<file path="src/logic/dct_pkg.sv">
// Purpose: Shared constants for the digital connector timing and pin routing block.
// Assumes: 50 MHz system clock; all connector inputs synchronous to it.
// Notes:   Pulse widths are given in ns and turned into cycle counts here.

package dct_pkg;

  // ==========================================================================
  // Clock and pulse timing
  // ==========================================================================
  localparam int unsigned CLK_PERIOD_NS = 20;
  // Least width of a strobe pulse on a connector output
  localparam int unsigned PULSE_NS      = 100;
  // Least time rounds up to whole cycles
  localparam int unsigned PULSE_CYC     = (PULSE_NS + CLK_PERIOD_NS - 1) / CLK_PERIOD_NS;
  localparam int unsigned PULSE_CNT_W   = 4;

  // ==========================================================================
  // General line layout
  // ==========================================================================
  localparam int unsigned GEN_LINES     = 8;
  localparam int unsigned CTR0_DIR_LINE = 6;
  localparam int unsigned CTR1_DIR_LINE = 7;
  localparam int unsigned FUNC_IN_W     = 8;

  // ==========================================================================
  // Values after reset
  // ==========================================================================
  localparam logic        RST_FIXED_HIGH = 1'b1;
  localparam logic        RST_STROBE_N   = 1'b1;
  localparam logic        RST_ACTIVE_N   = 1'b1;
  localparam logic        RST_PIN_OUT    = 1'b0;
  localparam logic        RST_OE_N       = 1'b1;
  localparam logic        RST_COUNT_UP   = 1'b1;
  // Pulled-up pin idles high, so the edge detector starts high
  localparam logic        RST_PIN_IDLE   = 1'b1;

endpackage : dct_pkg

</file>
<file path="src/logic/dct_connector_io.sv">
// Purpose: Digital connector routing: general lines, strobe, function pins, echoes.
// Assumes: Single 50 MHz clock, inputs synchronous, pin enables active low.
// Notes:   No software registers; all configuration arrives on plain inputs.

`timescale 1ns/1ps

// ============================================================================
// Pulse stretcher: one-cycle event to a fixed-width level pulse
// ============================================================================
module dct_pulse_stretch #(
  parameter logic IDLE = 1'b0
) (
  input  wire logic clock,
  input  wire logic nrst,
  input  wire logic fire,
  output logic      pulse_q
);
  logic [dct_pkg::PULSE_CNT_W-1:0] cnt_q;
  logic [dct_pkg::PULSE_CNT_W-1:0] cnt_d;
  logic                            pulse_d;

  // A fire during a pulse restarts the width, so no second edge appears
  always_comb begin
    cnt_d   = cnt_q;
    pulse_d = IDLE;
    if (fire) begin
      cnt_d   = dct_pkg::PULSE_CNT_W'(dct_pkg::PULSE_CYC);
      pulse_d = ~IDLE;
    end else if (cnt_q != '0) begin
      cnt_d   = cnt_q - 1'b1;
      pulse_d = (cnt_q > 1) ? ~IDLE : IDLE;
    end
  end

  // State registers
  always_ff @(posedge clock or negedge nrst) begin
    if (!nrst) begin
      cnt_q   <= '0;
      pulse_q <= IDLE;
    end else begin
      cnt_q   <= cnt_d;
      pulse_q <= pulse_d;
    end
  end
endmodule : dct_pulse_stretch

// ============================================================================
// Top: connector routing
// ============================================================================
module dct_connector_io (
  input  wire logic       clock,
  input  wire logic       nrst,
  // General lines
  input  wire logic [7:0] general_lines_in,
  input  wire logic [7:0] general_lines_data,
  input  wire logic [7:0] general_lines_dir,
  output logic      [7:0] general_lines_out,
  output logic      [7:0] general_lines_oe_n,
  input  wire logic [1:0] ctr_dir_from_line,
  input  wire logic [1:0] ctr_dir_internal,
  output logic            counter0_count_up,
  output logic            counter1_count_up,
  // Fixed output and strobe
  output logic            fixed_high_output,
  input  wire logic       strobe_toggle,
  output logic            external_strobe_n,
  // Acquisition start
  input  wire logic       acq_start_pin_dir,
  input  wire logic       acq_start_from_pin,
  input  wire logic       acq_start_internal,
  input  wire logic       acq_start_trigger_pin_in,
  output logic            acq_start_trigger_pin_out,
  output logic            acq_start_trigger_pin_oe_n,
  output logic            external_start_trigger,
  output logic            acq_start_trigger,
  // Posttrigger marker
  input  wire logic       posttrig_pin_dir,
  input  wire logic       pretrigger_marker,
  input  wire logic       acq_running,
  input  wire logic       posttrig_begin,
  input  wire logic       acq_posttrigger_pin_in,
  output logic            acq_posttrigger_pin_out,
  output logic            acq_posttrigger_pin_oe_n,
  output logic            posttrigger_marker,
  // Conversion and update strobes
  input  wire logic       adc_convert_event,
  input  wire logic       dac_update_event,
  output logic            adc_convert_n,
  output logic            dac_update_n,
  // Waveform start
  input  wire logic       waveform_pin_dir,
  input  wire logic       waveform_running,
  input  wire logic       waveform_begin,
  input  wire logic       waveform_start_pin_in,
  output logic            waveform_start_pin_out,
  output logic            waveform_start_pin_oe_n,
  output logic            waveform_start_trigger,
  // Counter echoes
  input  wire logic [1:0] ctr_source_dir,
  input  wire logic [1:0] ctr_gate_dir,
  input  wire logic [1:0] ctr_source_sel,
  input  wire logic [1:0] ctr_gate_sel,
  input  wire logic       counter0_source_echo_in,
  input  wire logic       counter0_gate_echo_in,
  input  wire logic       counter1_source_echo_in,
  input  wire logic       counter1_gate_echo_in,
  output logic            counter0_source_echo,
  output logic            counter0_source_echo_oe_n,
  output logic            counter0_gate_echo,
  output logic            counter0_gate_echo_oe_n,
  output logic            counter1_source_echo,
  output logic            counter1_source_echo_oe_n,
  output logic            counter1_gate_echo,
  output logic            counter1_gate_echo_oe_n,
  // Counter and frequency outputs
  input  wire logic       counter0_out_int,
  input  wire logic       counter1_out_int,
  input  wire logic       freq_gen_out,
  output logic            counter0_result,
  output logic            counter1_result,
  output logic            divided_clock_output,
  // Function pin input levels
  input  wire logic       function_input_seven,
  output logic      [7:0] func_in_levels
);

  logic       fixed_d, strobe_d;
  logic [7:0] gl_out_d, gl_oe_n_d, fin_d;
  logic       up0_d, up1_d;
  logic       acq_prev_q, acq_pin_rise, external_start_trigger_d, acq_trig_d;
  logic       post_d, wave_d;
  logic [7:0] oe_n_d, oe_n_q;
  logic [3:0] echo_d, echo_q;
  logic [2:0] res_d;
  logic       acq_pulse;

  // ==========================================================================
  // General lines, direction control, fixed output and strobe
  // ==========================================================================
  always_comb begin
    gl_out_d  = general_lines_data;
    gl_oe_n_d = ~general_lines_dir;
    // Line used as direction is sampled; the block still drives it whenever its general_lines_dir bit is set
    up0_d = ctr_dir_from_line[0] ? general_lines_in[dct_pkg::CTR0_DIR_LINE]
                                 : ctr_dir_internal[0];
    up1_d = ctr_dir_from_line[1] ? general_lines_in[dct_pkg::CTR1_DIR_LINE]
                                 : ctr_dir_internal[1];
    fixed_d  = dct_pkg::RST_FIXED_HIGH;
    strobe_d = strobe_toggle ? ~external_strobe_n : external_strobe_n;
  end

  always_ff @(posedge clock or negedge nrst) begin
    if (!nrst) begin
      general_lines_out  <= '0;
      general_lines_oe_n <= '1;
      counter0_count_up  <= dct_pkg::RST_COUNT_UP;
      counter1_count_up  <= dct_pkg::RST_COUNT_UP;
      fixed_high_output  <= dct_pkg::RST_FIXED_HIGH;
      external_strobe_n  <= dct_pkg::RST_STROBE_N;
    end else begin
      general_lines_out  <= gl_out_d;
      general_lines_oe_n <= gl_oe_n_d;
      counter0_count_up  <= up0_d;
      counter1_count_up  <= up1_d;
      fixed_high_output  <= fixed_d;
      external_strobe_n  <= strobe_d;
    end
  end

  // ==========================================================================
  // Acquisition start, posttrigger and waveform markers
  // ==========================================================================
  // Pin edge only counts while the pin is an input
  assign acq_pin_rise = acq_start_trigger_pin_in & ~acq_prev_q & ~acq_start_pin_dir;

  always_comb begin
    external_start_trigger_d = acq_start_from_pin & acq_pin_rise;
    acq_trig_d = acq_start_from_pin ? acq_pin_rise : acq_start_internal;
    // Marker cleared when the run ends; ignored in posttrigger-only runs
    post_d = posttrigger_marker;
    if (!acq_running || !pretrigger_marker) begin
      post_d = 1'b0;
    end else if (posttrig_begin) begin
      post_d = 1'b1;
    end
    wave_d = waveform_start_trigger;
    if (!waveform_running) begin
      wave_d = 1'b0;
    end else if (waveform_begin) begin
      wave_d = 1'b1;
    end
  end

  always_ff @(posedge clock or negedge nrst) begin
    if (!nrst) begin
      acq_prev_q             <= dct_pkg::RST_PIN_IDLE; // No false edge after reset
      external_start_trigger <= 1'b0;
      acq_start_trigger      <= 1'b0;
      posttrigger_marker     <= 1'b0;
      waveform_start_trigger <= 1'b0;
    end else begin
      acq_prev_q             <= acq_start_trigger_pin_in;
      external_start_trigger <= external_start_trigger_d;
      acq_start_trigger      <= acq_trig_d;
      posttrigger_marker     <= post_d;
      waveform_start_trigger <= wave_d;
    end
  end

  // ==========================================================================
  // Fixed-width pulses: start echo, conversion and update strobes
  // ==========================================================================
  dct_pulse_stretch #(.IDLE(1'b0)) u_acq_pulse (
    .clock   (clock),
    .nrst    (nrst),
    .fire    (acq_trig_d),
    .pulse_q (acq_pulse)
  );
  dct_pulse_stretch #(.IDLE(dct_pkg::RST_ACTIVE_N)) u_conv_pulse (
    .clock   (clock),
    .nrst    (nrst),
    .fire    (adc_convert_event),
    .pulse_q (adc_convert_n)
  );
  dct_pulse_stretch #(.IDLE(dct_pkg::RST_ACTIVE_N)) u_upd_pulse (
    .clock   (clock),
    .nrst    (nrst),
    .fire    (dac_update_event),
    .pulse_q (dac_update_n)
  );

  // ==========================================================================
  // Function pin drivers, echoes and dedicated outputs
  // ==========================================================================
  always_comb begin
    // Enable order: acq, post, wave, src0, gate0, src1, gate1, spare
    oe_n_d = {1'b1, ~ctr_gate_dir[1], ~ctr_source_dir[1], ~ctr_gate_dir[0],
              ~ctr_source_dir[0], ~waveform_pin_dir, ~posttrig_pin_dir,
              ~acq_start_pin_dir};
    // Selected echo input, or low when the routing does not select it
    echo_d[0] = ctr_source_sel[0] ? counter0_source_echo_in : 1'b0;
    echo_d[1] = ctr_gate_sel[0] ? counter0_gate_echo_in : 1'b0;
    echo_d[2] = ctr_source_sel[1] ? counter1_source_echo_in : 1'b0;
    echo_d[3] = ctr_gate_sel[1] ? counter1_gate_echo_in : 1'b0;
    res_d     = {freq_gen_out, counter1_out_int, counter0_out_int};
    fin_d     = {counter0_gate_echo_in, counter0_source_echo_in, function_input_seven,
                 waveform_start_pin_in, counter1_gate_echo_in, counter1_source_echo_in,
                 acq_posttrigger_pin_in, acq_start_trigger_pin_in};
  end

  always_ff @(posedge clock or negedge nrst) begin
    if (!nrst) begin
      oe_n_q               <= '1;
      echo_q               <= '0;
      counter0_result      <= 1'b0;
      counter1_result      <= 1'b0;
      divided_clock_output <= 1'b0;
      func_in_levels       <= '0;
    end else begin
      oe_n_q               <= oe_n_d;
      echo_q               <= echo_d;
      counter0_result      <= res_d[0];
      counter1_result      <= res_d[1];
      divided_clock_output <= res_d[2];
      func_in_levels       <= fin_d;
    end
  end

  assign acq_start_trigger_pin_out  = acq_pulse;
  assign acq_start_trigger_pin_oe_n = oe_n_q[0];
  assign acq_posttrigger_pin_out    = posttrigger_marker;
  assign acq_posttrigger_pin_oe_n   = oe_n_q[1];
  assign waveform_start_pin_out     = waveform_start_trigger;
  assign waveform_start_pin_oe_n    = oe_n_q[2];
  assign counter0_source_echo       = echo_q[0];
  assign counter0_source_echo_oe_n  = oe_n_q[3];
  assign counter0_gate_echo         = echo_q[1];
  assign counter0_gate_echo_oe_n    = oe_n_q[4];
  assign counter1_source_echo       = echo_q[2];
  assign counter1_source_echo_oe_n  = oe_n_q[5];
  assign counter1_gate_echo         = echo_q[3];
  assign counter1_gate_echo_oe_n    = oe_n_q[6];
endmodule : dct_connector_io

</file>
<file path="config.mk">
export PLATFORM = sky130hd
export DESIGN_NAME = dct_connector_io
export DESIGN_NICKNAME = d
export VERILOG_FILES = /design/src/logic/dct_pkg.sv /design/src/logic/dct_connector_io.sv
export SDC_FILE = /design/constraint.sdc
export NUM_CORES = 1
export LEC_CHECK = 0
export BUFFER_PORTS_ARGS = -buffer_cell sky130_fd_sc_hd__buf_4
export CAP_MARGIN = 20
export CORE_AREA = 2 2 90 66
export DETAILED_ROUTE_END_ITERATION = 7
export DIE_AREA = 0 0 92 68
export PLACE_DENSITY = 0.75
export SETUP_SLACK_MARGIN = 0.2
export SLEW_MARGIN = 5
export SYNTH_ARGS = -nofsm -noshare
export SYNTH_HDL_FRONTEND = slang
export SYNTH_SLANG_ARGS = --single-unit
</file>
<file path="constraint.sdc">
create_clock -name clock -period 1.44 [get_ports clock]
set_clock_uncertainty 0.15 [all_clocks]
set_input_delay 0 -clock clock [delete_from_list [all_inputs] [get_ports clock]]
set_output_delay 0 -clock clock [all_outputs]
set_load 0.005 [all_outputs]
</file>
==> results of run 1 <==
-- synthesized netlist by cell type --
library cell,count
xor2_1,1
inv_1,25
mux2i_1,3
nand3b_1,2
a211oi_2,3
and4bb_1,1
o21ai_0,1
conb_1,1
nor4_1,2
dfstp_2,21
dfrtp_1,40
a21oi_2,1
nor2_1,12
buf_4,3
xnor2_1,3
mux2_2,2
ha_1,6
nor3_1,3
nand3_1,1
nand2b_1,3
nand2_1,3
and2_1,4
or3b_4,3
o211ai_1,1
a21oi_1,2
o211a_1,1
o21a_1,1
-- cells by family (layout without fill, tap and decap cells) --
family | Yosys count | count (layout) | share of synthesized area (%)
buffers and inverters | 28 | 223 | 5.500
other | 1 | 1 | 0.1772
muxes | 5 | 5 | 2.484
xor gates and xnor gates | 4 | 4 | 1.656
adders and majority gates | 6 | 6 | 3.548
and+or+nand+nor | 34 | 34 | 9.165
DFF | 61 | 61 | 73.39
AOI/OAI and AO/OA | 10 | 10 | 4.081
-- cell usage in the layout (no fill, tap or decap), drive strengths merged, types with 3 or more instances in the layout --
cell,Yosys,routed
a211oi,3,3
a21oi,3,3
and2,4,4
buf,3,127
clkbuf,0,11
clkinv,0,3
dfrtp,40,40
dfstp,21,21
dlygate4sd3,0,55
ha,6,6
inv,25,25
mux2i,3,3
nand2,3,3
nand2b,3,3
nor2,12,12
nor3,3,3
or3b,3,3
xnor2,3,3
-- power by group --
group / total [mW] / switching [mW] / internal [mW]
Combinational: 1.40 / 0.529 / 0.870
Sequential: 2.07 / 0.133 / 1.93
Clock: 1.40 / 0.610 / 0.791
-- flip-flops by register name (all words and copies together) (netlist names), 4 cells and up --
name                count
u_conv_pulse.cnt_q      4
oe_n_q                  7
u_upd_pulse.cnt_q       4
general_lines_out       8
u_acq_pulse.cnt_q       4
general_lines_oe_n      8
func_in_levels          8
echo_q                  4
-- per-stage QoR --
stage	TNS, ns	hold WS, ns
2_1_floorplan	-0.2750	-0.4456
3_3_place_gp	-0.03335	-0.2095
3_5_place_dp	-0.2976	-0.1976
4_1_cts	-0.1736	-0.002282
5_1_grt	-0.5091	0.02157
6_report	-0.1935	0.005569
-- timing repair --
action	4_1_cts	5_1_grt
hold endpoints to repair	107	0
hold buffers	55	0
buffers inserted	7	2
pin swaps	13	11
setup endpoints to repair	13	16
resized for setup	24	17
-- path summary, 6_finish.rpt --
check | endpoint | cells after the start
max | u_acq_pulse.cnt_q[0]$_DFFE_PN0P_ | 5
min | general_lines_out[5]$_DFF_PN0_ | 2
max reg2reg | u_acq_pulse.cnt_q[0]$_DFFE_PN0P_ | 5
min reg2reg | u_conv_pulse.pulse_q$_DFF_PN1_ | 1
max in group asynchronous | acq_prev_q$_DFF_PN1_ | 3
min in group clock | counter0_result$_DFF_PN0_ | 2
-- metal layers --
metal / wire [um] / track usage (%) / vias to the layer above
li1: - / - / 841
met1: 2193 / 19.63 / 853
met2: 3018 / 33.55 / 68
met3: 356 / 6.608 / 2
met4: 16 / 3.918 / 0
met5: 0 / 0 / -
-- final cells by class --
class / count / area share (%)
repair buffers: 182 / 37.90
clock inverters: 5 / 1.291
flip-flops and latches: 61 / 38.15
clock buffers: 11 / 3.228
multi-input cells: 60 / 14.82
well taps: 75 / 2.306
inverters: 25 / 2.306
==> metrics.cfg, run 1 <==
[sta]
hold_viol_final=0
setup_viol=5
rsz0062_at_grt=true
timing.fmax_ghz=0.6549
fin_ws_ns=-0.08694
fin_crit_sh_pct=106.0
drv_slew=0
period_needed_ns=1.527

[cells_and_area]
fin_util_pct=74.44
syn_to_final_growth_pct=92.37
multi_input_area_um2=603.1
antenna_cells=0
final_nets=407
design_area_um2=4070
final_cells=419
drive_above_1_share_pct=57.85
seq_area_um2=1553
fill_cells=357

[global_route]
grt_usage_pct=17.79
grt_pass1_vias=1830
grt_pass1_wl_um=8342
grt-ovfl-total=0
grt_max_degree=34
antenna_found_initial=0

[worst_setup_path]
timing.rr.start=u_acq_pulse.cnt_q[1]$_DFFE_PN0P_
crit_family=simple AND/OR/NAND/NOR gates
critical_path_arrival_ns=1.57
crit_buf_inv=1
start_kind=flip-flop
cp_max_fo=3
max_stage_delay_ns=0.40
crit_start=u_acq_pulse.cnt_q[1]$_DFFE_PN0P_
crit_slowest_cell=dfrtp_1
crit_chain=inv_2, ha_4, or3b_4, xnor2_2, nand2_1
worstPathRequired_ns=1.48
endpoint_kind=flip-flop
rrSetupSlack_ns=-0.09
crit_type=reg -> reg

[cts]
clkSlewWorstSetupHoldPaths_ns=0.07
htreeDepth=3
cts_tree=built
root_buffer=clkbuf_8
cts.path.max_buffers=2
clkSinkCount=61
clk_latency_ns=0.32
cts_buffers=9

[power_and_ir_drop]
p_per_area_nw_per_um2=1195
p_leak_nw=1.972
ir_drop_mv=0.7776
total_power_mw=4.865

[yosys]
netlist_area_um2=2116
syn_avg_cell_area_um2=14.20
yosysTopAreaCellShare_pct=47.31
syn_nets=217
ys_warn_count=0
synth_cell_types=27
syn_inst=149
netlist_top_cells_area=dfrtp_1, dfstp_2, inv_1
synth_seq_cells=61
synth.largest_area_cell=dfrtp_1
synth-seq-area-share_pct=73.39

[drt]
drc_errors=0
viasPerCell=4.210
firstDrtPassIters=4
num_vias=1764
wl_per_cell_um=13.33
ant_nets=0
totalWireLength_um=5584
drt_iter0_markers=39

[place]
dpl.hpwl_um=3309
gp_congestion=0.7021
place_inst=339
place_area_um2=3093
dpl_worst_slack_ns=-0.06427
io_buffers=105

[status]
status=finished with violations
violations=negative setup slack

[min_path]
hold_path.class=in -> async

[die]
rows=23
start_util_pct=38.70
ios=113
dieHeight_um=68
core-area_um2=5468
die-area_um2=6256
die_w_um=92

[flow_run]
maxCapViolCount=0

Power figures use the tool's default switching activity.
==> inputs of run 2 (changes only) <==
==> constraint.sdc (replaced) <==
create_clock -name clock -period 1.44 [get_ports clock]
set_clock_uncertainty 0.15 [all_clocks]
set_input_delay 0.288 -clock clock [delete_from_list [all_inputs] [get_ports clock]]
set_output_delay 0.288 -clock clock [all_outputs]
set_load 0.005 [all_outputs]
==> run 2 against run 1 <==
Effect of this change: the flow still finishes with violations (negative setup slack); utilization grew 0.43 points; via count shrank 3.6%; design area grew 0.58%; sequential share of layout area shrank 0.22 points; total power grew 0.65%; flip-flop and latch count is the same; maximum frequency grew 2.7%; first-iteration DRC count shrank 36%; clock-buffer cell count is the same; largest power group unchanged; highest routed layer unchanged.
==> metrics.cfg, run 2 (synthesized netlist as in run 1, its figures left out) <==
[place]
io_buffers=105
place_inst=339
dpl.hpwl_um=3079
gp_congestion=0.7582
dpl_worst_slack_ns=-0.07972

[worst_setup_path]
cp_max_fo=3
crit_chain=inv_2, ha_2, or3b_4, xnor2_2, nand2b_1
endpoint_kind=flip-flop
crit_slowest_cell=or3b_4
crit_buf_inv=1
worstPathRequired_ns=1.50
critical_path_arrival_ns=1.55
crit_type=reg -> reg
crit_family=simple AND/OR/NAND/NOR gates
max_stage_delay_ns=0.41
start_kind=flip-flop

[cts]
clkSlewWorstSetupHoldPaths_ns=0.07
cts_buffers=9
cts.path.max_buffers=2
clkSinkCount=61
clk_latency_ns=0.32
root_buffer=clkbuf_8
cts_tree=built
htreeDepth=3

[die]
ios=113
start_util_pct=38.70
die-area_um2=6256
core-area_um2=5468
die_w_um=92
rows=23
dieHeight_um=68

[power_and_ir_drop]
ir_drop_mv=0.7922
p_per_area_nw_per_um2=1196
p_leak_nw=1.977

[cells_and_area]
seq_area_um2=1553
final_nets=393
syn_to_final_growth_pct=93.50
fill_cells=353
final_cells=405
drive_above_1_share_pct=61.82
multi_input_area_um2=590.6
top_regs=func_in_levels (8), general_lines_oe_n (8), general_lines_out (8)
antenna_cells=0
final_common_cell=buf_4
final_cell_mix=buf_4, buf_6, dfrtp_1

[flow_run]
maxCapViolCount=0

[global_route]
grtUsageMet2_pct=33.09
grtUsageMet3_pct=7.048
grt_usage_pct=18.15
grt_max_degree=62
met1_usage_pct=20.10
grt-busiest-layer=met2
antenna_found_initial=0
grt_pass1_wl_um=8493
grt_pass1_vias=1757
grt-ovfl-total=0

[drt]
firstDrtPassIters=4
num_vias=1701
totalWireLength_um=5358
wl_per_cell_um=13.23
ant_nets=0
viasPerCell=4.200
drt_iter0_markers=25
drc_errors=0

[sta]
period_needed_ns=1.487
tns_ns=-0.1312
fin_crit_sh_pct=103.2
setup_viol=4
timing.fmax_ghz=0.6726
hold_viol_final=0
drv_slew=0
fin_ws_ns=-0.04675
rsz0062_at_grt=true

[min_path]
hold_path.class=in -> reg

[status]
violations=negative setup slack
status=finished with violations

## run 2: worst register-to-register path, delay by kind of cell, from the launching register on
kind	cells	cell delay (ns)
xor+xnor	1	0.13
simple gates	2	0.48
flops	1	0.39
fa+ha+maj	1	0.16
buf+inv	1	0.06
## run 2: area by class of cell
cell class              count  area share, %
multi-input cells          60          14.43
clock buffers              11          3.209
clock inverters             5          1.284
well taps                  75          2.292
flip-flops and latches     61          37.93
inverters                  25          2.292
repair buffers            168          38.57
## run 2: timing repair
item	in CTS	in global routing
buffers inserted	5	7
endpoints found under the setup margin	63	66
pin swaps	10	11
endpoints found under the hold margin	82	0
hold buffers	38	0
gates resized for setup	71	19
## run 2: routing by layer
layer	wire length, um	part of all wire, %	vias to the layer above
met5	0	0	-
met4	46	0.86	0
met3	398	7.4	6
met2	2906	54	72
met1	2007	37	809
li1	-	-	814
## run 2: power by group
part	internal [mW]	leakage, nW	switching [mW]
Sequential	1.93	0.699	0.151
Clock	0.791	0.0931	0.631
Combinational	0.889	1.18	0.502
Total	3.61	1.98	1.28
## run 2: stage by stage
stage | util (%) | cell area (um2) | total power [mW] | hold WS, ns
floorplan | - | 2123 | 2.457 | -0.1576
global placement | 56.57 | 3093 | 2.943 | 0.1514
detailed placement | 56.57 | 3093 | 2.979 | 0.1536
CTS | 72.63 | 3971 | 4.797 | 0.001891
global route | 74.87 | 4094 | 5.183 | 0.01129
finish | 74.87 | 4094 | 4.897 | 0.02190
## run 2: path summary, 6_finish.rpt
| kind | start | depth (start not counted) | slack [ns] | endpoint |
|---|---|---|---|---|
| hold / removal | ctr_source_sel[1] | 2 | 0.02 | echo_q[2]$_DFF_PN0_ |
| max in group asynchronous | nrst | 3 | 0.48 | counter0_count_up$_DFF_PN1_ |
| setup / recovery | u_upd_pulse.cnt_q[1]$_DFFE_PN0P_ | 5 | -0.05 | u_upd_pulse.cnt_q[0]$_DFFE_PN0P_ |
| min in group asynchronous | nrst | 3 | 0.35 | u_upd_pulse.cnt_q[0]$_DFFE_PN0P_ |
| hold reg to reg | u_upd_pulse.cnt_q[3]$_DFFE_PN0P_ | 1 | 0.36 | u_upd_pulse.pulse_q$_DFF_PN1_ |
| setup reg to reg | u_upd_pulse.cnt_q[1]$_DFFE_PN0P_ | 5 | -0.05 | u_upd_pulse.cnt_q[0]$_DFFE_PN0P_ |
==> inputs of run 3 (changes only) <==
--- a/config.mk
+++ b/config.mk
@@ -5,12 +5,13 @@
 export SDC_FILE = /design/constraint.sdc
 export NUM_CORES = 1
 export LEC_CHECK = 0
+export ABC_AREA = 1
 export BUFFER_PORTS_ARGS = -buffer_cell sky130_fd_sc_hd__buf_4
 export CAP_MARGIN = 20
-export CORE_AREA = 2 2 90 66
+export CORE_AREA = 2 2 91 67
 export DETAILED_ROUTE_END_ITERATION = 7
-export DIE_AREA = 0 0 92 68
-export PLACE_DENSITY = 0.75
+export DIE_AREA = 0 0 93 69
+export PLACE_DENSITY = 0.74
 export SETUP_SLACK_MARGIN = 0.2
 export SLEW_MARGIN = 5
 export SYNTH_ARGS = -nofsm -noshare
==> run 3 against run 2 <==
Effect of this change: the flow now finishes without violations; sequential share of layout area rose by 0.36 points; area after synthesis rose by 2.2%; clock-buffer cell count fell by 1; critical path depth fell by 4; critical path type is now reg -> out; largest cell class is now sequential cells; largest power group unchanged.
==> metrics.cfg, run 3 <==
[cells_and_area]
drive_above_1_share_pct=55.14
syn_to_final_growth_pct=87.56
design_area_um2=4055
final_cell_mix=buf_4, buf_6, dlygate4sd3_1
final_nets=413
fill_cells=385
antenna_cells=0
top_regs=func_in_levels (8), general_lines_oe_n (8), general_lines_out (8)
fin_util_pct=73.39
final_common_cell=buf_4

[worst_setup_path]
endpoint_kind=output pin
crit_slowest_cell=dfstp_2
worstPathRequired_ns=1.00
max_stage_delay_ns=0.54
crit_buf_inv=1
crit_type=reg -> out
crit_family=flip-flops
crit_start=external_strobe_n$_DFFE_PN1P_
start_kind=flip-flop
timing.rr.start=u_upd_pulse.cnt_q[0]$_DFFE_PN0P_
critical_path_arrival_ns=0.96
rr_worst_depth=7
crit_chain=buf_6
rrSetupSlack_ns=0.15
critPathCapture=external_strobe_n
crit_cells=1
reg2reg_to=u_upd_pulse.cnt_q[3]$_DFFE_PN0P_
cp_max_fo=2

[cts]
root_buffer=clkbuf_8
clkSlewWorstSetupHoldPaths_ns=0.06
clk_latency_ns=0.33
htreeDepth=3
cts_buffers=9
cts_tree=built
clkSinkCount=61
cts.path.max_buffers=2

[sta]
setup_viol=0
fin_crit_sh_pct=96.82
hold_viol_final=0
hold_ws_ns=0.03088
fin_ws_ns=0.04579
timing.fmax_ghz=0.7173
period_needed_ns=1.394
drv_slew=0
rsz0062_at_grt=true

[drt]
drt_iter0_markers=37
num_vias=1811
viasPerCell=4.261
totalWireLength_um=5596
firstDrtPassIters=4
drc_errors=0
wl_per_cell_um=13.17
ant_nets=0

[yosys]
netlist_top_cells_area=dfrtp_1, dfstp_2, inv_1
syn_nets=243
synth_compound_area_share_pct=4.572
netlist_area_um2=2162
synth-seq-area-share_pct=71.82
synth_cell_types=24
synth-edff-count=0
synth-adder-area-share_pct=3.472
ys_warn_count=0
synthArstFlopShare_pct=100.0
yosysTopAreaCellShare_pct=46.30
syn_inst=175
ys.flop_type=dfrtp_1
synth_seq_cells=61
synth_top_family_by_area=simple AND/OR/NAND/NOR gates
synth_xor_area_share_pct=0.4051
yosys.area_share.simple_pct=10.88
synthMuxAreaShare_pct=1.042
yosysMostFrequentCell=dfrtp_1
ys_top_cells_by_count=dfrtp_1, inv_1, dfstp_2, nand2_1, nand3_1
syn_avg_cell_area_um2=12.35
synth.largest_area_cell=dfrtp_1

[die]
rows=23
core-area_um2=5525
die-area_um2=6417
die_w_um=93
start_util_pct=39.13
dieHeight_um=69
ios=113

[power_and_ir_drop]
p_per_area_nw_per_um2=1174
total_power_mw=4.761
p_leak_nw=2.050
ir_drop_mv=0.7758

[min_path]
hold_path.class=in -> reg

[global_route]
grt_pass1_vias=1982
grt_usage_pct=18.39
antenna_found_initial=0
grt_max_degree=24
grt_pass1_wl_um=9039
grt-ovfl-total=0

[place]
io_buffers=105
dpl.hpwl_um=3275
gp_congestion=0.7824
place_area_um2=3087
dpl_worst_slack_ns=0.1070

[status]
status=finished, final reports clean

[flow_run]
maxCapViolCount=0

run 3: cell count changes in the layout (fill, tap and decap cells not counted), moves of 4 or more:
| cell | before | now |
|---|---|---|
| nor2_2 | 8 | 4 |
| and2_1 | 4 | 0 |
| inv_1 | 19 | 28 |
| nand2_2 | 0 | 5 |
| buf_4 | 73 | 68 |
| nand2_1 | 3 | 18 |
| nand3_1 | 0 | 7 |
| buf_6 | 56 | 51 |
| inv_2 | 6 | 10 |
run 3: power by group:
group	internal, mW	switching (mW)	leakage (nW)
clock	0.842	0.636	0.102
sequential	1.94	0.128	0.699
combinational	0.710	0.510	1.25
run 3: layout make-up:
cell class	count	area, um2	share of cell area (%)
Multi-Input combinational cell	73	531.8	13.11
Sequential cell	61	1553	38.29
Clock inverter	6	61.31	1.512
Timing Repair Buffer	162	1535	37.86
Clock buffer	10	137.6	3.394
Inverter	38	142.6	3.517
Tap cell	75	93.84	2.314
run 3: worst min path at each step:
stage                         startpoint                                  end  slack [ns]  cells after the start
after global placement              nrst    u_conv_pulse.cnt_q[0]$_DFFE_PN0P_        0.06                      1
after CTS                 waveform_begin   waveform_start_pin_out$_DFFE_PN0P_       0.004                      2
after detailed placement            nrst    u_conv_pulse.cnt_q[0]$_DFFE_PN0P_        0.06                      1
after global routing      waveform_begin   waveform_start_pin_out$_DFFE_PN0P_        0.02                      2
after floorplan                     nrst  acq_posttrigger_pin_out$_DFFE_PN0P_       -0.16                      0
final                     waveform_begin   waveform_start_pin_out$_DFFE_PN0P_        0.03                      2
run 3: logic make-up (layout without fill, tap and decap cells):
group,count (synthesis),in the layout
muxes,2,2
and+or+nand+nor,48,48
other,1,1
xor gates and xnor gates,1,1
buffers and inverters,41,216
AOI/OAI and AO/OA,15,15
adders and majority gates,6,6
DFF,61,61
run 3: repair_timing:
item	4_1_cts	5_1_grt
endpoints found under the hold margin	88	0
gates resized for setup	58	13
setup buffers	8	6
endpoints found under the setup margin	58	56
pin swaps	2	7
hold buffers	41	0
run 3: stage by stage:
step,TNS (ns),cells
3_5_place_dp,0,354
3_3_place_gp,0,354
4_1_cts,0,419
6_report,0,425
5_1_grt,-0.0006721,425
2_1_floorplan,0,175
run 3: layer usage:
metal | share of wire [%] | GRT usage, % | up-vias
li1 | - | - | 873
met1 | 36 | 18.83 | 853
met2 | 54 | 32.61 | 77
met3 | 8.2 | 7.760 | 8
met4 | 1.4 | 8.007 | 0
met5 | 0 | 0 | -
